## src/design/cfg_menu_pkg.sv

```systemverilog
// Shared constants, register map and types of the front-panel menu
package cfg_menu_pkg;
  // Timing
  localparam int unsigned CLK_HZ = 40_000_000;
  localparam int unsigned MS_PER_S = 1000;
  localparam int unsigned CODE_TO_S = 10;
  localparam int unsigned MENU_TO_S = 60;
  localparam int unsigned DEB_MS = 10;
  localparam logic [63:0] CODE_TO_CYC = 64'(CODE_TO_S) * 64'(CLK_HZ);
  localparam logic [63:0] MENU_TO_CYC = 64'(MENU_TO_S) * 64'(CLK_HZ);
  localparam logic [63:0] DEB_CYC = 64'(CLK_HZ) / 64'(MS_PER_S) * 64'(DEB_MS);

  // Register byte offsets
  localparam logic [7:0] REG_STATUS = 8'h00;
  localparam logic [7:0] REG_IRQ_STAT = 8'h04;
  localparam logic [7:0] REG_IRQ_MASK = 8'h08;
  localparam logic [7:0] REG_ACODE = 8'h0C;
  localparam logic [7:0] REG_CFG0 = 8'h10;
  localparam logic [7:0] REG_QCODE = 8'h14;
  localparam logic [7:0] REG_CFG1 = 8'h18;
  localparam logic [7:0] REG_BAR = 8'h1C;
  localparam logic [7:0] REG_SCALE = 8'h20;
  localparam logic [7:0] REG_DEFAULTS = 8'h24;
  localparam logic [7:0] REG_MENU = 8'h28;
  localparam logic [7:0] REG_EDIT = 8'h2C;

  // Field positions
  localparam int F_ALM_EN = 8;
  localparam int F_GOOD = 16;
  localparam int F_NC = 17;
  localparam int F_LAST = 28;
  localparam int F_MAIN = 0;
  localparam int F_SUB = 4;
  localparam int F_MULTI = 8;
  localparam int F_OPTS = 16;
  localparam int F_DIGS = 20;
  localparam int S_HL = 8;
  localparam int S_SUB = 12;
  localparam int S_POS = 16;
  localparam int S_BUS = 20;
  localparam int S_FLASH = 21;

  // Buttons and events
  localparam int NB = 4;
  localparam int BTN_SEL = 0;
  localparam int BTN_ENT = 1;
  localparam int BTN_DN = 2;
  localparam int BTN_UP = 3;
  localparam int N_ALM = 6;
  localparam int N_IRQ = 6;
  localparam int IRQ_ENTER = 0;
  localparam int IRQ_BADCODE = 1;
  localparam int IRQ_TIMEOUT = 2;
  localparam int IRQ_COMMIT = 3;
  localparam int IRQ_EXIT = 4;
  localparam int IRQ_PWR = 5;
  localparam int CODE_DIGS = 4;

  // Reset and factory values
  localparam logic [15:0] DEF_CODE = 16'h0000;
  localparam logic [31:0] DEF_CFG0 = 32'h0732_647E;
  localparam logic [31:0] DEF_CFG1 = 32'h817F_0001;
  localparam logic [31:0] DEF_BAR = 32'h0064_0000;
  localparam logic [31:0] DEF_SCALE = 32'h0001_0000;
  localparam logic [31:0] DEF_MENU = 32'h0042_001B;
  localparam logic [4:0] IN_IDLE = 5'h1F;

  typedef enum logic [6:0] {
    ST_OPER = 7'h01,
    ST_CODE = 7'h02,
    ST_BAD = 7'h04,
    ST_MAIN = 7'h08,
    ST_SUB = 7'h10,
    ST_ADJ = 7'h20,
    ST_DIG = 7'h40
  } menu_e;
endpackage

```

## src/design/btn_filter.sv

```systemverilog
// Pin synchroniser and debounce filter for button and power inputs
`timescale 1ns/10ps
`default_nettype none
module btn_filter #(
  parameter int W = 5,
  parameter logic [31:0] HOLD = 32'h0000_0010,
  parameter logic [W-1:0] IDLE = '1
) (
  // Clock and reset
  input wire logic clk_sys,
  input wire logic rst,
  input wire logic ce,
  // Pins and filtered levels
  input wire logic [W-1:0] raw,
  output logic [W-1:0] level
);
  typedef struct packed {
    logic [W-1:0] s1;
    logic [W-1:0] s2;
    logic [W-1:0] s3;
    logic [W-1:0] lvl;
    logic [W-1:0][31:0] cnt;
  } filt_s;

  filt_s q;
  filt_s next_q;

  always_comb begin
    next_q = q;
    next_q.s1 = raw;
    next_q.s2 = q.s1;
    next_q.s3 = q.s2;
    for (int i = 0; i < W; i++) begin
      if (q.s2[i] != q.s3[i] || q.s3[i] == q.lvl[i]) begin
        next_q.cnt[i] = '0;
      end else if (q.cnt[i] >= HOLD - 32'h0000_0001) begin
        next_q.lvl[i] = q.s3[i];
        next_q.cnt[i] = '0;
      end else begin
        next_q.cnt[i] = q.cnt[i] + 32'h0000_0001;
      end
    end
  end

  always_ff @(posedge clk_sys or posedge rst) begin
    if (rst) begin
      q <= '0;
      q.s1 <= IDLE;
      q.s2 <= IDLE;
      q.s3 <= IDLE;
      q.lvl <= IDLE;
    end else if (ce) begin
      q <= next_q;
    end
  end

  assign level = q.lvl;
endmodule
`default_nettype wire

```

## src/design/front_panel_menu.sv

```systemverilog
// Front-panel configuration menu controller with Wishbone registers
`timescale 1ns/10ps
`default_nettype none
module front_panel_menu #(
  parameter logic [31:0] CODE_TO = 32'(cfg_menu_pkg::CODE_TO_CYC),
  parameter logic [31:0] MENU_TO = 32'(cfg_menu_pkg::MENU_TO_CYC),
  parameter logic [31:0] DEB_HOLD = 32'(cfg_menu_pkg::DEB_CYC)
) (
  // Clock, reset, enable
  input wire logic clk_sys,
  input wire logic rst,
  input wire logic ce,
  // Wishbone slave
  input wire logic wb_cyc_i,
  input wire logic wb_stb_i,
  input wire logic wb_we_i,
  input wire logic [7:0] wb_adr_i,
  input wire logic [3:0] wb_sel_i,
  input wire logic [31:0] wb_dat_i,
  output logic [31:0] wb_dat_o,
  output logic wb_ack_o,
  // Push buttons, active low: select, enter, down, up
  input wire logic [3:0] btn_n,
  // Fieldbus power and alarm sources
  input wire logic bus_power_ok,
  input wire logic [5:0] alarm_req,
  input wire logic data_good,
  // Alarm switch outputs, high means closed
  output logic [5:0] alarm_close,
  // Interrupt
  output logic irq,
  // Display state
  output logic [6:0] menu_state,
  output logic [3:0] highlight,
  output logic [3:0] sub_highlight,
  output logic [2:0] edit_pos,
  output logic [31:0] edit_value,
  output logic flash,
  output logic [3:0] screen_sel
);
  typedef struct packed {
    logic ack;
    logic [31:0] dat;
    cfg_menu_pkg::menu_e st;
    logic [3:0] hl;
    logic [3:0] sub_hl;
    logic [2:0] pos;
    logic [15:0] code;
    logic [31:0] val;
    logic [cfg_menu_pkg::NB-1:0] prev;
    logic armed;
    logic [3:0] screen;
    logic bus_ok;
    logic [cfg_menu_pkg::N_IRQ-1:0] irq_stat;
    logic [cfg_menu_pkg::N_IRQ-1:0] irq_mask;
    logic [15:0] acode;
    logic [15:0] qcode;
    logic [31:0] cfg0;
    logic [31:0] cfg1;
    logic [31:0] bar;
    logic [31:0] scale;
    logic [31:0] menu_cfg;
    logic [cfg_menu_pkg::N_ALM-1:0] alm;
    logic irq;
  } menu_s;

  menu_s q;
  menu_s next_q;
  logic [4:0] flt;
  logic tmo;
  logic kick;
  logic run;

  // Byte-lane merge of a write
  function automatic logic [31:0] merge(input logic [31:0] old, input logic [31:0] wd,
                                        input logic [3:0] sel);
    logic [31:0] r;
    r = old;
    for (int i = 0; i < 4; i++) begin
      if (sel[i]) begin
        r[8*i +: 8] = wd[8*i +: 8];
      end
    end
    return r;
  endfunction

  // Step one nibble of a value up or down, wrapping
  function automatic logic [31:0] step_nib(input logic [31:0] v, input logic [2:0] p,
                                           input logic up);
    logic [31:0] r;
    logic [3:0] n;
    r = v;
    n = v[4*p +: 4];
    n = up ? n + 4'h1 : n - 4'h1;
    r[4*p +: 4] = n;
    return r;
  endfunction

  // Step an index within 0..count-1, a count of zero meaning sixteen
  function automatic logic [3:0] wrap_step(input logic [3:0] idx, input logic [3:0] count,
                                           input logic up);
    logic [3:0] top;
    top = count - 4'h1;
    if (up) begin
      return (idx >= top) ? 4'h0 : idx + 4'h1;
    end
    return (idx == 4'h0 || idx > top) ? top : idx - 4'h1;
  endfunction

  // Position advance within a field of the given digit count
  function automatic logic [2:0] next_pos(input logic [2:0] p, input logic [3:0] digs);
    logic [3:0] n;
    n = {1'b0, p} + 4'h1;
    return (n >= digs) ? 3'h0 : n[2:0];
  endfunction

  // Button pins and bus power share one filter
  btn_filter #(
    .W(5),
    .HOLD(DEB_HOLD),
    .IDLE(cfg_menu_pkg::IN_IDLE)
  ) u_filter (
    .clk_sys(clk_sys),
    .rst(rst),
    .ce(ce),
    .raw({bus_power_ok, btn_n}),
    .level(flt)
  );

  assign run = (q.st != cfg_menu_pkg::ST_OPER);

  idle_timer u_timer (
    .clk_sys(clk_sys),
    .rst(rst),
    .ce(ce),
    .run(run),
    .kick(kick),
    .limit((q.st == cfg_menu_pkg::ST_CODE) ? CODE_TO : MENU_TO),
    .expired(tmo)
  );

  always_comb begin
    logic [cfg_menu_pkg::NB-1:0] pressed;
    logic [cfg_menu_pkg::NB-1:0] press;
    logic single;
    logic combo;
    logic up;
    logic dn;
    logic sel;
    logic ent;
    logic [cfg_menu_pkg::N_IRQ-1:0] ev;
    logic [cfg_menu_pkg::N_IRQ-1:0] clr;
    logic [cfg_menu_pkg::N_ALM-1:0] valid;
    logic [31:0] rd;
    logic [7:0] adr;
    logic [3:0] subs;
    logic [3:0] digs;
    logic back_up;
    logic [31:0] wm;
    pressed = ~flt[cfg_menu_pkg::NB-1:0];
    press = pressed & ~q.prev;
    single = 1'b0;
    combo = 1'b0;
    ev = '0;
    clr = '0;
    rd = '0;
    wm = '0;
    adr = {wb_adr_i[7:2], 2'b00};
    subs = q.menu_cfg[cfg_menu_pkg::F_SUB +: 4];
    digs = q.menu_cfg[cfg_menu_pkg::F_DIGS +: 4];
    back_up = (subs == 4'h1);
    next_q = q;
    next_q.ack = 1'b0;
    next_q.prev = pressed;
    next_q.bus_ok = flt[cfg_menu_pkg::NB];
    kick = |press;

    // Actions need all buttons released since the last one
    if (pressed == '0) begin
      next_q.armed = 1'b1;
    end
    combo = q.armed && pressed[cfg_menu_pkg::BTN_SEL] && pressed[cfg_menu_pkg::BTN_ENT];
    single = q.armed && !combo && press != '0 && pressed == press && $onehot(press);
    if (combo || single) begin
      next_q.armed = 1'b0;
    end
    up = single && press[cfg_menu_pkg::BTN_UP];
    dn = single && press[cfg_menu_pkg::BTN_DN];
    sel = single && press[cfg_menu_pkg::BTN_SEL];
    ent = single && press[cfg_menu_pkg::BTN_ENT];

    unique case (q.st)
      cfg_menu_pkg::ST_OPER: begin
        if (combo) begin
          ev[cfg_menu_pkg::IRQ_ENTER] = 1'b1;
          next_q.hl = '0;
          next_q.code = '0;
          next_q.pos = '0;
          next_q.st = (q.acode == cfg_menu_pkg::DEF_CODE) ? cfg_menu_pkg::ST_MAIN
                                                           : cfg_menu_pkg::ST_CODE;
        end else if (up || dn) begin
          next_q.screen = wrap_step(q.screen, q.cfg1[cfg_menu_pkg::F_LAST +: 4], up);
        end
      end
      cfg_menu_pkg::ST_CODE: begin
        if (up || dn) begin
          next_q.code = 16'(step_nib({16'h0000, q.code}, q.pos, up));
        end else if (sel) begin
          next_q.pos = next_pos(q.pos, 4'(cfg_menu_pkg::CODE_DIGS));
        end else if (ent) begin
          next_q.pos = '0;
          if (q.code == q.acode) begin
            next_q.st = cfg_menu_pkg::ST_MAIN;
          end else begin
            next_q.st = cfg_menu_pkg::ST_BAD;
            ev[cfg_menu_pkg::IRQ_BADCODE] = 1'b1;
          end
        end
      end
      cfg_menu_pkg::ST_BAD: begin
        if (single) begin
          next_q.st = cfg_menu_pkg::ST_OPER;
          ev[cfg_menu_pkg::IRQ_EXIT] = 1'b1;
        end
      end
      cfg_menu_pkg::ST_MAIN: begin
        if (up || dn) begin
          next_q.hl = wrap_step(q.hl, q.menu_cfg[cfg_menu_pkg::F_MAIN +: 4], up);
        end else if (sel) begin
          next_q.sub_hl = '0;
          next_q.st = cfg_menu_pkg::ST_SUB;
        end else if (ent) begin
          next_q.st = cfg_menu_pkg::ST_OPER;
          ev[cfg_menu_pkg::IRQ_EXIT] = 1'b1;
        end
      end
      cfg_menu_pkg::ST_SUB: begin
        if (up || dn) begin
          next_q.sub_hl = wrap_step(q.sub_hl, subs, up);
        end else if (sel) begin
          next_q.pos = '0;
          if (q.menu_cfg[cfg_menu_pkg::F_MULTI + 32'(q.sub_hl[2:0])]) begin
            next_q.st = cfg_menu_pkg::ST_DIG;
          end else begin
            next_q.st = cfg_menu_pkg::ST_ADJ;
          end
        end else if (ent) begin
          next_q.st = cfg_menu_pkg::ST_MAIN;
        end
      end
      cfg_menu_pkg::ST_ADJ: begin
        if (up || dn) begin
          next_q.val[3:0] = wrap_step(q.val[3:0], q.menu_cfg[cfg_menu_pkg::F_OPTS +: 4], up);
        end else if (ent) begin
          ev[cfg_menu_pkg::IRQ_COMMIT] = 1'b1;
          next_q.st = back_up ? cfg_menu_pkg::ST_MAIN : cfg_menu_pkg::ST_SUB;
        end
      end
      cfg_menu_pkg::ST_DIG: begin
        if (up || dn) begin
          next_q.val = step_nib(q.val, q.pos, up);
        end else if (sel) begin
          next_q.pos = next_pos(q.pos, digs);
        end else if (ent) begin
          ev[cfg_menu_pkg::IRQ_COMMIT] = 1'b1;
          next_q.pos = '0;
          next_q.st = back_up ? cfg_menu_pkg::ST_MAIN : cfg_menu_pkg::ST_SUB;
        end
      end
      default: begin
        next_q.st = cfg_menu_pkg::ST_OPER;
      end
    endcase

    if (tmo) begin
      next_q.st = cfg_menu_pkg::ST_OPER;
      next_q.pos = '0;
      ev[cfg_menu_pkg::IRQ_TIMEOUT] = 1'b1;
    end
    if (q.bus_ok && !flt[cfg_menu_pkg::NB]) begin
      ev[cfg_menu_pkg::IRQ_PWR] = 1'b1;
    end

    // Register read mux
    case (adr)
      cfg_menu_pkg::REG_STATUS: begin
        rd[6:0] = q.st;
        rd[cfg_menu_pkg::S_HL +: 4] = q.hl;
        rd[cfg_menu_pkg::S_SUB +: 4] = q.sub_hl;
        rd[cfg_menu_pkg::S_POS +: 3] = q.pos;
        rd[cfg_menu_pkg::S_BUS] = q.bus_ok;
        rd[cfg_menu_pkg::S_FLASH] = flash;
      end
      cfg_menu_pkg::REG_IRQ_STAT: rd[cfg_menu_pkg::N_IRQ-1:0] = q.irq_stat;
      cfg_menu_pkg::REG_IRQ_MASK: rd[cfg_menu_pkg::N_IRQ-1:0] = q.irq_mask;
      cfg_menu_pkg::REG_ACODE: rd[15:0] = q.acode;
      cfg_menu_pkg::REG_CFG0: rd = q.cfg0;
      cfg_menu_pkg::REG_QCODE: rd[15:0] = q.qcode;
      cfg_menu_pkg::REG_CFG1: rd = q.cfg1;
      cfg_menu_pkg::REG_BAR: rd = q.bar;
      cfg_menu_pkg::REG_SCALE: rd = q.scale;
      cfg_menu_pkg::REG_MENU: rd = q.menu_cfg;
      cfg_menu_pkg::REG_EDIT: rd = q.val;
      default: rd = '0;
    endcase

    // Wishbone classic cycle, one wait state
    if (wb_cyc_i && wb_stb_i && !q.ack) begin
      next_q.ack = 1'b1;
      next_q.dat = rd;
      if (wb_we_i) begin
        case (adr)
          cfg_menu_pkg::REG_IRQ_STAT: begin
            wm = merge('0, wb_dat_i, wb_sel_i);
            clr = wm[cfg_menu_pkg::N_IRQ-1:0];
          end
          cfg_menu_pkg::REG_IRQ_MASK: begin
            wm = merge(32'(q.irq_mask), wb_dat_i, wb_sel_i);
            next_q.irq_mask = wm[cfg_menu_pkg::N_IRQ-1:0];
          end
          cfg_menu_pkg::REG_ACODE: begin
            wm = merge(32'(q.acode), wb_dat_i, wb_sel_i);
            next_q.acode = wm[15:0];
          end
          cfg_menu_pkg::REG_CFG0: next_q.cfg0 = merge(q.cfg0, wb_dat_i, wb_sel_i);
          cfg_menu_pkg::REG_QCODE: begin
            wm = merge(32'(q.qcode), wb_dat_i, wb_sel_i);
            next_q.qcode = wm[15:0];
          end
          cfg_menu_pkg::REG_CFG1: next_q.cfg1 = merge(q.cfg1, wb_dat_i, wb_sel_i);
          cfg_menu_pkg::REG_BAR: next_q.bar = merge(q.bar, wb_dat_i, wb_sel_i);
          cfg_menu_pkg::REG_SCALE: next_q.scale = merge(q.scale, wb_dat_i, wb_sel_i);
          cfg_menu_pkg::REG_MENU: next_q.menu_cfg = merge(q.menu_cfg, wb_dat_i, wb_sel_i);
          cfg_menu_pkg::REG_EDIT: next_q.val = merge(q.val, wb_dat_i, wb_sel_i);
          cfg_menu_pkg::REG_DEFAULTS: begin
            if (wb_sel_i[0] && wb_dat_i[0]) begin
              next_q.acode = cfg_menu_pkg::DEF_CODE;
              next_q.qcode = cfg_menu_pkg::DEF_CODE;
              next_q.cfg0 = cfg_menu_pkg::DEF_CFG0;
              next_q.cfg1 = cfg_menu_pkg::DEF_CFG1;
              next_q.bar = cfg_menu_pkg::DEF_BAR;
              next_q.scale = cfg_menu_pkg::DEF_SCALE;
            end
          end
          default: begin
          end
        endcase
      end
    end

    // Set wins over a same-cycle clear
    next_q.irq_stat = (q.irq_stat & ~clr) | ev;
    next_q.irq = |(next_q.irq_stat & next_q.irq_mask);

    // Alarm switches open without bus power
    valid = q.cfg1[cfg_menu_pkg::F_GOOD] ? {cfg_menu_pkg::N_ALM{data_good}} : '1;
    next_q.alm = {cfg_menu_pkg::N_ALM{flt[cfg_menu_pkg::NB]}}
      & ((alarm_req & q.cfg1[cfg_menu_pkg::F_ALM_EN +: cfg_menu_pkg::N_ALM] & valid)
         ^ q.cfg1[cfg_menu_pkg::F_NC +: cfg_menu_pkg::N_ALM]);
  end

  always_ff @(posedge clk_sys or posedge rst) begin
    if (rst) begin
      q <= '0;
      q.st <= cfg_menu_pkg::ST_OPER;
      q.bus_ok <= 1'b1;
      q.acode <= cfg_menu_pkg::DEF_CODE;
      q.qcode <= cfg_menu_pkg::DEF_CODE;
      q.cfg0 <= cfg_menu_pkg::DEF_CFG0;
      q.cfg1 <= cfg_menu_pkg::DEF_CFG1;
      q.bar <= cfg_menu_pkg::DEF_BAR;
      q.scale <= cfg_menu_pkg::DEF_SCALE;
      q.menu_cfg <= cfg_menu_pkg::DEF_MENU;
    end else if (ce) begin
      q <= next_q;
    end
  end

  assign wb_ack_o = q.ack;
  assign wb_dat_o = q.dat;
  assign alarm_close = q.alm;
  assign irq = q.irq;
  assign menu_state = q.st;
  assign highlight = q.hl;
  assign sub_highlight = q.sub_hl;
  assign edit_pos = q.pos;
  assign edit_value = q.val;
  assign flash = (q.st == cfg_menu_pkg::ST_CODE) || (q.st == cfg_menu_pkg::ST_ADJ)
                 || (q.st == cfg_menu_pkg::ST_DIG);
  assign screen_sel = q.screen;
endmodule
`default_nettype wire

```

## src/design/idle_timer.sv

```systemverilog
// Inactivity timer with restart and selectable limit
`timescale 1ns/10ps
`default_nettype none
module idle_timer (
  // Clock and reset
  input wire logic clk_sys,
  input wire logic rst,
  input wire logic ce,
  // Control
  input wire logic run,
  input wire logic kick,
  input wire logic [31:0] limit,
  output logic expired
);
  typedef struct packed {
    logic [31:0] cnt;
    logic exp;
  } tmr_s;

  tmr_s q;
  tmr_s next_q;

  always_comb begin
    next_q = q;
    next_q.exp = 1'b0;
    if (!run || kick) begin
      next_q.cnt = '0;
    end else if (q.cnt >= limit - 32'h0000_0001) begin
      next_q.cnt = '0;
      next_q.exp = 1'b1;
    end else begin
      next_q.cnt = q.cnt + 32'h0000_0001;
    end
  end

  always_ff @(posedge clk_sys or posedge rst) begin
    if (rst) begin
      q <= '0;
    end else if (ce) begin
      q <= next_q;
    end
  end

  assign expired = q.exp;
endmodule
`default_nettype wire

```

## config.mk

```make
export PLATFORM = sky130hd
export DESIGN_NAME = front_panel_menu
export DESIGN_NICKNAME = d
export VERILOG_FILES = /design/src/design/cfg_menu_pkg.sv /design/src/design/btn_filter.sv /design/src/design/front_panel_menu.sv /design/src/design/idle_timer.sv
export SDC_FILE = /design/constraint.sdc
export NUM_CORES = 2
export LEC_CHECK = 0
export BUFFER_PORTS_ARGS = -buffer_cell sky130_fd_sc_hd__buf_2
export CORE_MARGIN = 5
export CORE_UTILIZATION = 43
export DETAILED_ROUTE_END_ITERATION = 6
export GPL_TIMING_DRIVEN = 0
export SLEW_MARGIN = 20
export SYNTH_ARGS = -nofsm -noshare
export SYNTH_HDL_FRONTEND = slang
export SYNTH_SLANG_ARGS = --single-unit
export TNS_END_PERCENT = 30
```

## constraint.sdc

```tcl
create_clock -name clk_sys -period 18.91 [get_ports clk_sys]
set_clock_uncertainty 0.15 [all_clocks]
set_input_delay 1.891 -clock clk_sys [delete_from_list [all_inputs] [get_ports clk_sys]]
set_output_delay 1.891 -clock clk_sys [all_outputs]
set_load 0.02 [all_outputs]
```

Yosys cells after proc, flatten, opt, wreduce, memory -nomap -nowiden
Index checks and enable logic that the tools add are counted.
Word-level totals
  flip-flop bits (word level): 533
  logic and storage cells: 441
  input port bits: 62
  output and inout port bits: 95
Operators by class
  muxes and demuxes: 144
  equality and inequality tests: 77
  add/sub/neg operators: 29
  magnitude comparators: 17
  shift operators: 5
  bitwise gates (word level): 17
  reductions and logical operators: 94
Operator list (number)
  $mux W32: 18
  $mux W198: 2
  $pmux W32 S2: 4
  $add A32 B1 Y32 const B: 6
  $ge A32 B19 Y1 const B: 5
  $mux W160: 1
  $reduce_and A6 Y1: 20
  $mux W7: 16
  $mux W4: 25
  $pmux W16 S2: 3
  $pmux W8 S9: 1
  $shiftx A4 B34 Y32: 2
  $pmux W6 S11: 1
  $bwmux W32: 2
  $mux W8: 8
  $shiftx A32 B6 Y4: 2
  $pmux W10 S6: 1
  $ne A2 B2 Y1 const B: 26
  $pmux W7 S7: 1
  $mux W6: 7
  $sub A4 B1 Y4 const B: 10
  $neg A5 Y34: 1
  $shift A4 B34 Y32 const A: 1
  $mux W33: 1
  other kinds (74): 219

Longest topological paths before layout
  depth in word-level cells: 18
  depth in mapped cells: 17
  depth with buffers taken out: 15

By module
From an unflattened synthesis, not the netlist that was laid out.
Second synthesis, totals
  cell total of the unflattened synthesis: 3104
  area, all modules: 30713.2 um2
Modules (own cells, without submodules)
  front_panel_menu: sequential area each 8054.0 um2, area each 18555.3 um2, instances 1, cells each 1829
  btn_filter: sequential area each 4529.3 um2, area each 9018.6 um2, instances 1, cells each 908
  idle_timer: sequential area each 825.8 um2, area each 3139.3 um2, instances 1, cells each 367

Least setup slack after synthesis
Ideal clock, no wire load.
  path type: in2reg
  start point: in wb_adr_i[5]
  end point: reg q[100] in the netlist's numbering
  path slack: 14.891 ns
  setup time: 0.125 ns
  cell stages on the path: 6
  arrival time: 3.744 ns
  buffers on the path: 1
  data required time: 18.635 ns
  cells stage by stage: or4b_1 -> clkbuf_1 -> nor2_1 -> nand2_1 -> a21oi_2 -> mux2_2
On the way
  cells in the longest elaborated chain, start to end: 3
  elaborated cells between the ends (all ways): 7
  those cells by class: eq/ne: 4; mux: 1; reduce/logical: 2
Ends and longest elaborated chain
  start, declared: RTL line front_panel_menu.sv:17  | input wire logic [7:0] wb_adr_i,
  $eq A6 B3 Y1 / $eq A6 B4 Y1 (equally long branches): RTL line front_panel_menu.sv:312  | case (adr)
  $ne A2 B2 Y1 (no line) / $reduce_bool A2 Y1 (equally long branches)
  $reduce_and A6 Y1 (no line)
  end signal, assigned: RTL line front_panel_menu.sv:375  | q <= next_q;
  end, declared: RTL line front_panel_menu.sv:67  | menu_s q;
Parallel ways exist; a longest one is shown, timed or not.
A chain may end at the register's enable or synchronous reset.

Worst setup path in the final report
  start point: reg q, in the netlist menu_state[4]
  end point: reg u_timer.q[23] in the netlist's numbering
On the way
  cells in the longest elaborated chain, start to end: 6
  elaborated cells between the ends (all ways): 9
  those cells by class: add/sub: 1; order compare: 1; eq/ne: 2; mux: 3; reduce/logical: 2
Ends and longest elaborated chain
  $eq A7 B2 Y1: RTL line front_panel_menu.sv:138  | .limit((q.st == cfg_menu_pkg::ST_CODE) ? CODE_TO : MENU_TO),
  $mux W32: RTL line front_panel_menu.sv:138
  $sub A32 B1 Y32: RTL line idle_timer.sv:28  | end else if (q.cnt >= limit - 32'h0000_0001) begin
  $ge A32 B32 Y1: RTL line idle_timer.sv:28
  $mux W32: RTL line idle_timer.sv:28
  $mux W32 *: RTL line idle_timer.sv:26  | if (!run || kick) begin
  end signal, assigned: RTL line idle_timer.sv:40  | q <= next_q;
  end, declared: RTL line idle_timer.sv:20  | tmr_s q;
Every way passes the cells marked *; elsewhere a longest branch is shown, timed or not.

==> impl_metrics.py <==
metrics = {
    "min_path": {
        "holdCritPathClass": "reg -> reg",
        "min_to": "q[56]",
        "worstHoldStart": "q[56]",
        "min_path_cells": 2,
    },
    "worst_setup_path": {
        "end_kind": "flip-flop",
        "reg2reg_slack_ns": 13.17,
        "criticalPathCategory": "reg -> reg",
        "cp.arrival_ns": 6.10,
        "r2r_start": "menu_state[4]",
        "startpoint_type": "flip-flop",
        "critical_path_required_ns": 19.27,
        "cp_max_fo": 14,
        "ff2ff_path_depth": 14,
        "worstReg2RegEnd": "u_timer.q[23]",
    },
    "finish": {
        "num-nets-final": 3382,
        "stdcell_area_um2": 33500,
        "drive_gt1_frac": 0.198,
        "syn_to_final_growth_pct": 13.8,
        "final_util": 0.492,
        "n_fill_cell": 6388,
    },
    "logic_synthesis": {
        "synth_top_cell_by_area": "dfrtp_1",
        "synth_area_per_cell_um2": 9.69,
        "syn_nets": 3170,
        "synth_cells": 3042,
        "synth_flop_cell": "dfrtp_1",
        "synth_edf_count": 0,
        "netlist_top_cells_count": "dfrtp_1, nand2_1, o21ai_0, nor2_1, mux2_2",
        "yosysTopAreaCellShare": 0.404,
        "synth_most_common_cell": "dfrtp_1",
        "synthTopCellsByArea": "dfrtp_1, mux2_2, dfstp_2",
        "seq_area_frac_synth": 0.455,
        "synth-async-reset-ratio": 1.00,
        "ys_warn_count": 0,
        "syn_area_um2": 29500,
        "synth-seq-cells": 533,
        "synth.distinct_cells": 94,
    },
    "floorplanning": {
        "die_y_um": 272,
        "start_util": 0.432,
        "core_area_um2": 68200,
        "core.rowCount": 96,
        "pin_count": 157,
        "dieArea_um2": 73900,
        "die_w_um": 272,
    },
    "sta": {
        "hold_violations": 0,
        "relSlewSlack": 0.234,
        "fin_crit_sh": 0.304,
        "timing.hold.ws_ns": 0.335,
        "slew_viol_final": 0,
        "max_freq_mhz": 174,
        "setup_viol": 0,
        "worstMarginPinSlew_ns": 1.15,
        "grt_setup_unrepaired": "false",
        "final.min_clock_period_ns": 5.74,
    },
    "clocking": {
        "hold_buffers": 0,
        "ctsResizeCount": 0,
        "h-tree-depth": 2,
        "postCtsSetupRepairBufs": 0,
        "clock_path_buffers": 3,
        "tritoncts": "built",
        "clock-sinks": 533,
        "cts_made_buffers": 59,
        "path_clk_slew_ns": 0.06,
        "clock_latency_ns": 0.65,
        "root_buffer": "clkbuf_16",
    },
    "route": {
        "drcViolationCount": 0,
        "vias_per_cell": 6.14,
        "drt_iter0_markers": 2518,
        "antenna_left": 0,
        "avgRoutedWirePerCell_um": 24.6,
        "wl_mm": 103,
        "via_count": 25700,
        "drtPass1Iterations": 6,
    },
    "placed_design": {
        "hpwlAfterDp_mm": 76.6,
        "place_congestion": 0.972,
        "placed_cell_area_um2": 31500,
        "numPortBuffers": 145,
    },
    "power": {
        "leakage_nw": 14.7,
        "power_w": 0.00275,
        "vdd_ir_drop_max_v": 0.0000784,
        "power_per_cell_area_nw_per_um2": 81.9,
    },
    "global_route": {
        "grt_antenna_before_repair": 8,
        "grt_pass1_vias": 25600,
        "grt_pass1_wl_mm": 157,
        "gr-total-overflow": 0,
        "grt_max_degree": 107,
        "grtUsageTotal": 0.271,
    },
    "run": {
        "maxCapViolCount": 0,
    },
    "run_status": {
        "status": "complete, no violations",
    },
}
final cells by class:
class	instances	area, um^2	share of cell area
Antenna cell	3	7.51	0.000224
Clock inverter	30	367	0.0109
Timing Repair Buffer	151	871	0.0260
Tap cell	882	1100	0.0329
Inverter	80	308	0.00918
Sequential cell	533	13400	0.400
Multi-Input combinational cell	2176	14500	0.431
Buffer	253	1310	0.0392
Clock buffer	82	1690	0.0505
per-stage QoR:
stage               worst slack, ns  std cells  setup TNS (ns)
global route                  12.98       4189               0
finish                        13.17       4190               0
detailed placement            13.08       4075               0
global placement              -4.05       4069        -1898.40
floorplan                      2.07       3042               0
CTS                           13.30       4187               0
where the power goes:
group	total (W)	internal [W]	switching [W]	leakage, nW
Combinational	0.000309	0.000103	0.000206	6.65
Sequential	0.00122	0.00118	0.0000367	7.09
Clock	0.00122	0.000712	0.000508	1.00
flip-flops by register name, summed over array words and instances, names as in the netlist:
signal,count
alarm_close,6
edit_pos,3
edit_value,32
highlight,4
irq,1
menu_state,7
q,226
screen_sel,4
sub_highlight,4
u_filter.level,5
u_filter.next_q,10
u_filter.q,165
u_timer.expired,1
u_timer.q,32
wb_ack_o,1
wb_dat_o,32
how the worst max path moves through the flow:
stage                        startpoint        endpoint  slack, ns  depth (start not counted)
after global placement              rst  u_filter.q[46]      -4.05                          2
after detailed placement             ce  alarm_close[3]      13.08                          7
after CTS                 menu_state[4]   u_timer.q[19]      13.30                         14
final                     menu_state[4]   u_timer.q[23]      13.17                         14
after floorplan                     rst  alarm_close[0]       2.07                          1
after global routing      menu_state[4]   u_timer.q[20]      12.98                         14
layout by cell type, fill, tap and decap left out, drive strengths merged, types with 16 or more instances in the layout:
cell,count
a22o,26
ha,63
nor3,83
clkinv,16
nor4,38
o21ai,283
nand4,32
a22oi,89
clkbuf,210
inv,82
dfstp,57
a21o,21
o22a,17
a31oi,16
nor3b,16
a21oi,121
nand2b,43
dfrtp,476
nand3,105
nor2,199
or3,18
o31ai,49
and2,39
o2bb2ai,36
xnor2,37
mux2,182
buf,276
and3,37
nor2b,88
mux2i,43
nand2,294
worst max-delay path: stages (launching register included):
cell,delay (ns)
dfrtp_1,0.35
clkbuf_1,0.48
nor3_2,0.16
nand4b_1,0.73
clkinv_1,0.78
ha_1,0.55
nor4bb_1,0.25
and3_1,0.25
o211ai_1,0.11
o21ai_1,0.31
clkbuf_1,0.48
clkbuf_1,0.51
nor3_1,0.13
o21ai_0,0.23
o41ai_1,0.11
logic make-up (layout without fill, tap and decap cells):
| logic type | after synthesis | after routing | share of synthesized area |
|---|---|---|---|
| and+or+nand+nor | 1047 | 1047 | 0.180 |
| AOI/OAI and AO/OA | 776 | 776 | 0.172 |
| DFF | 533 | 533 | 0.455 |
| buffers and inverters | 333 | 596 | 0.0547 |
| muxes | 240 | 240 | 0.0956 |
| adders and majority gates | 66 | 66 | 0.0288 |
| xor gates and xnor gates | 47 | 47 | 0.0142 |
| other | 0 | 3 | 0 |
metal layers:
| layer | vias to the layer above | track usage | share of wire |
|---|---|---|---|
| met5 | - | 0 | 0.00067 |
| li1 | 11400 | - | - |
| met1 | 12900 | 0.359 | 0.41 |
| met2 | 1145 | 0.439 | 0.46 |
| met3 | 277 | 0.0487 | 0.077 |
| met4 | 8 | 0.114 | 0.048 |
No activity file was read; power rests on OpenSTA's default activity.
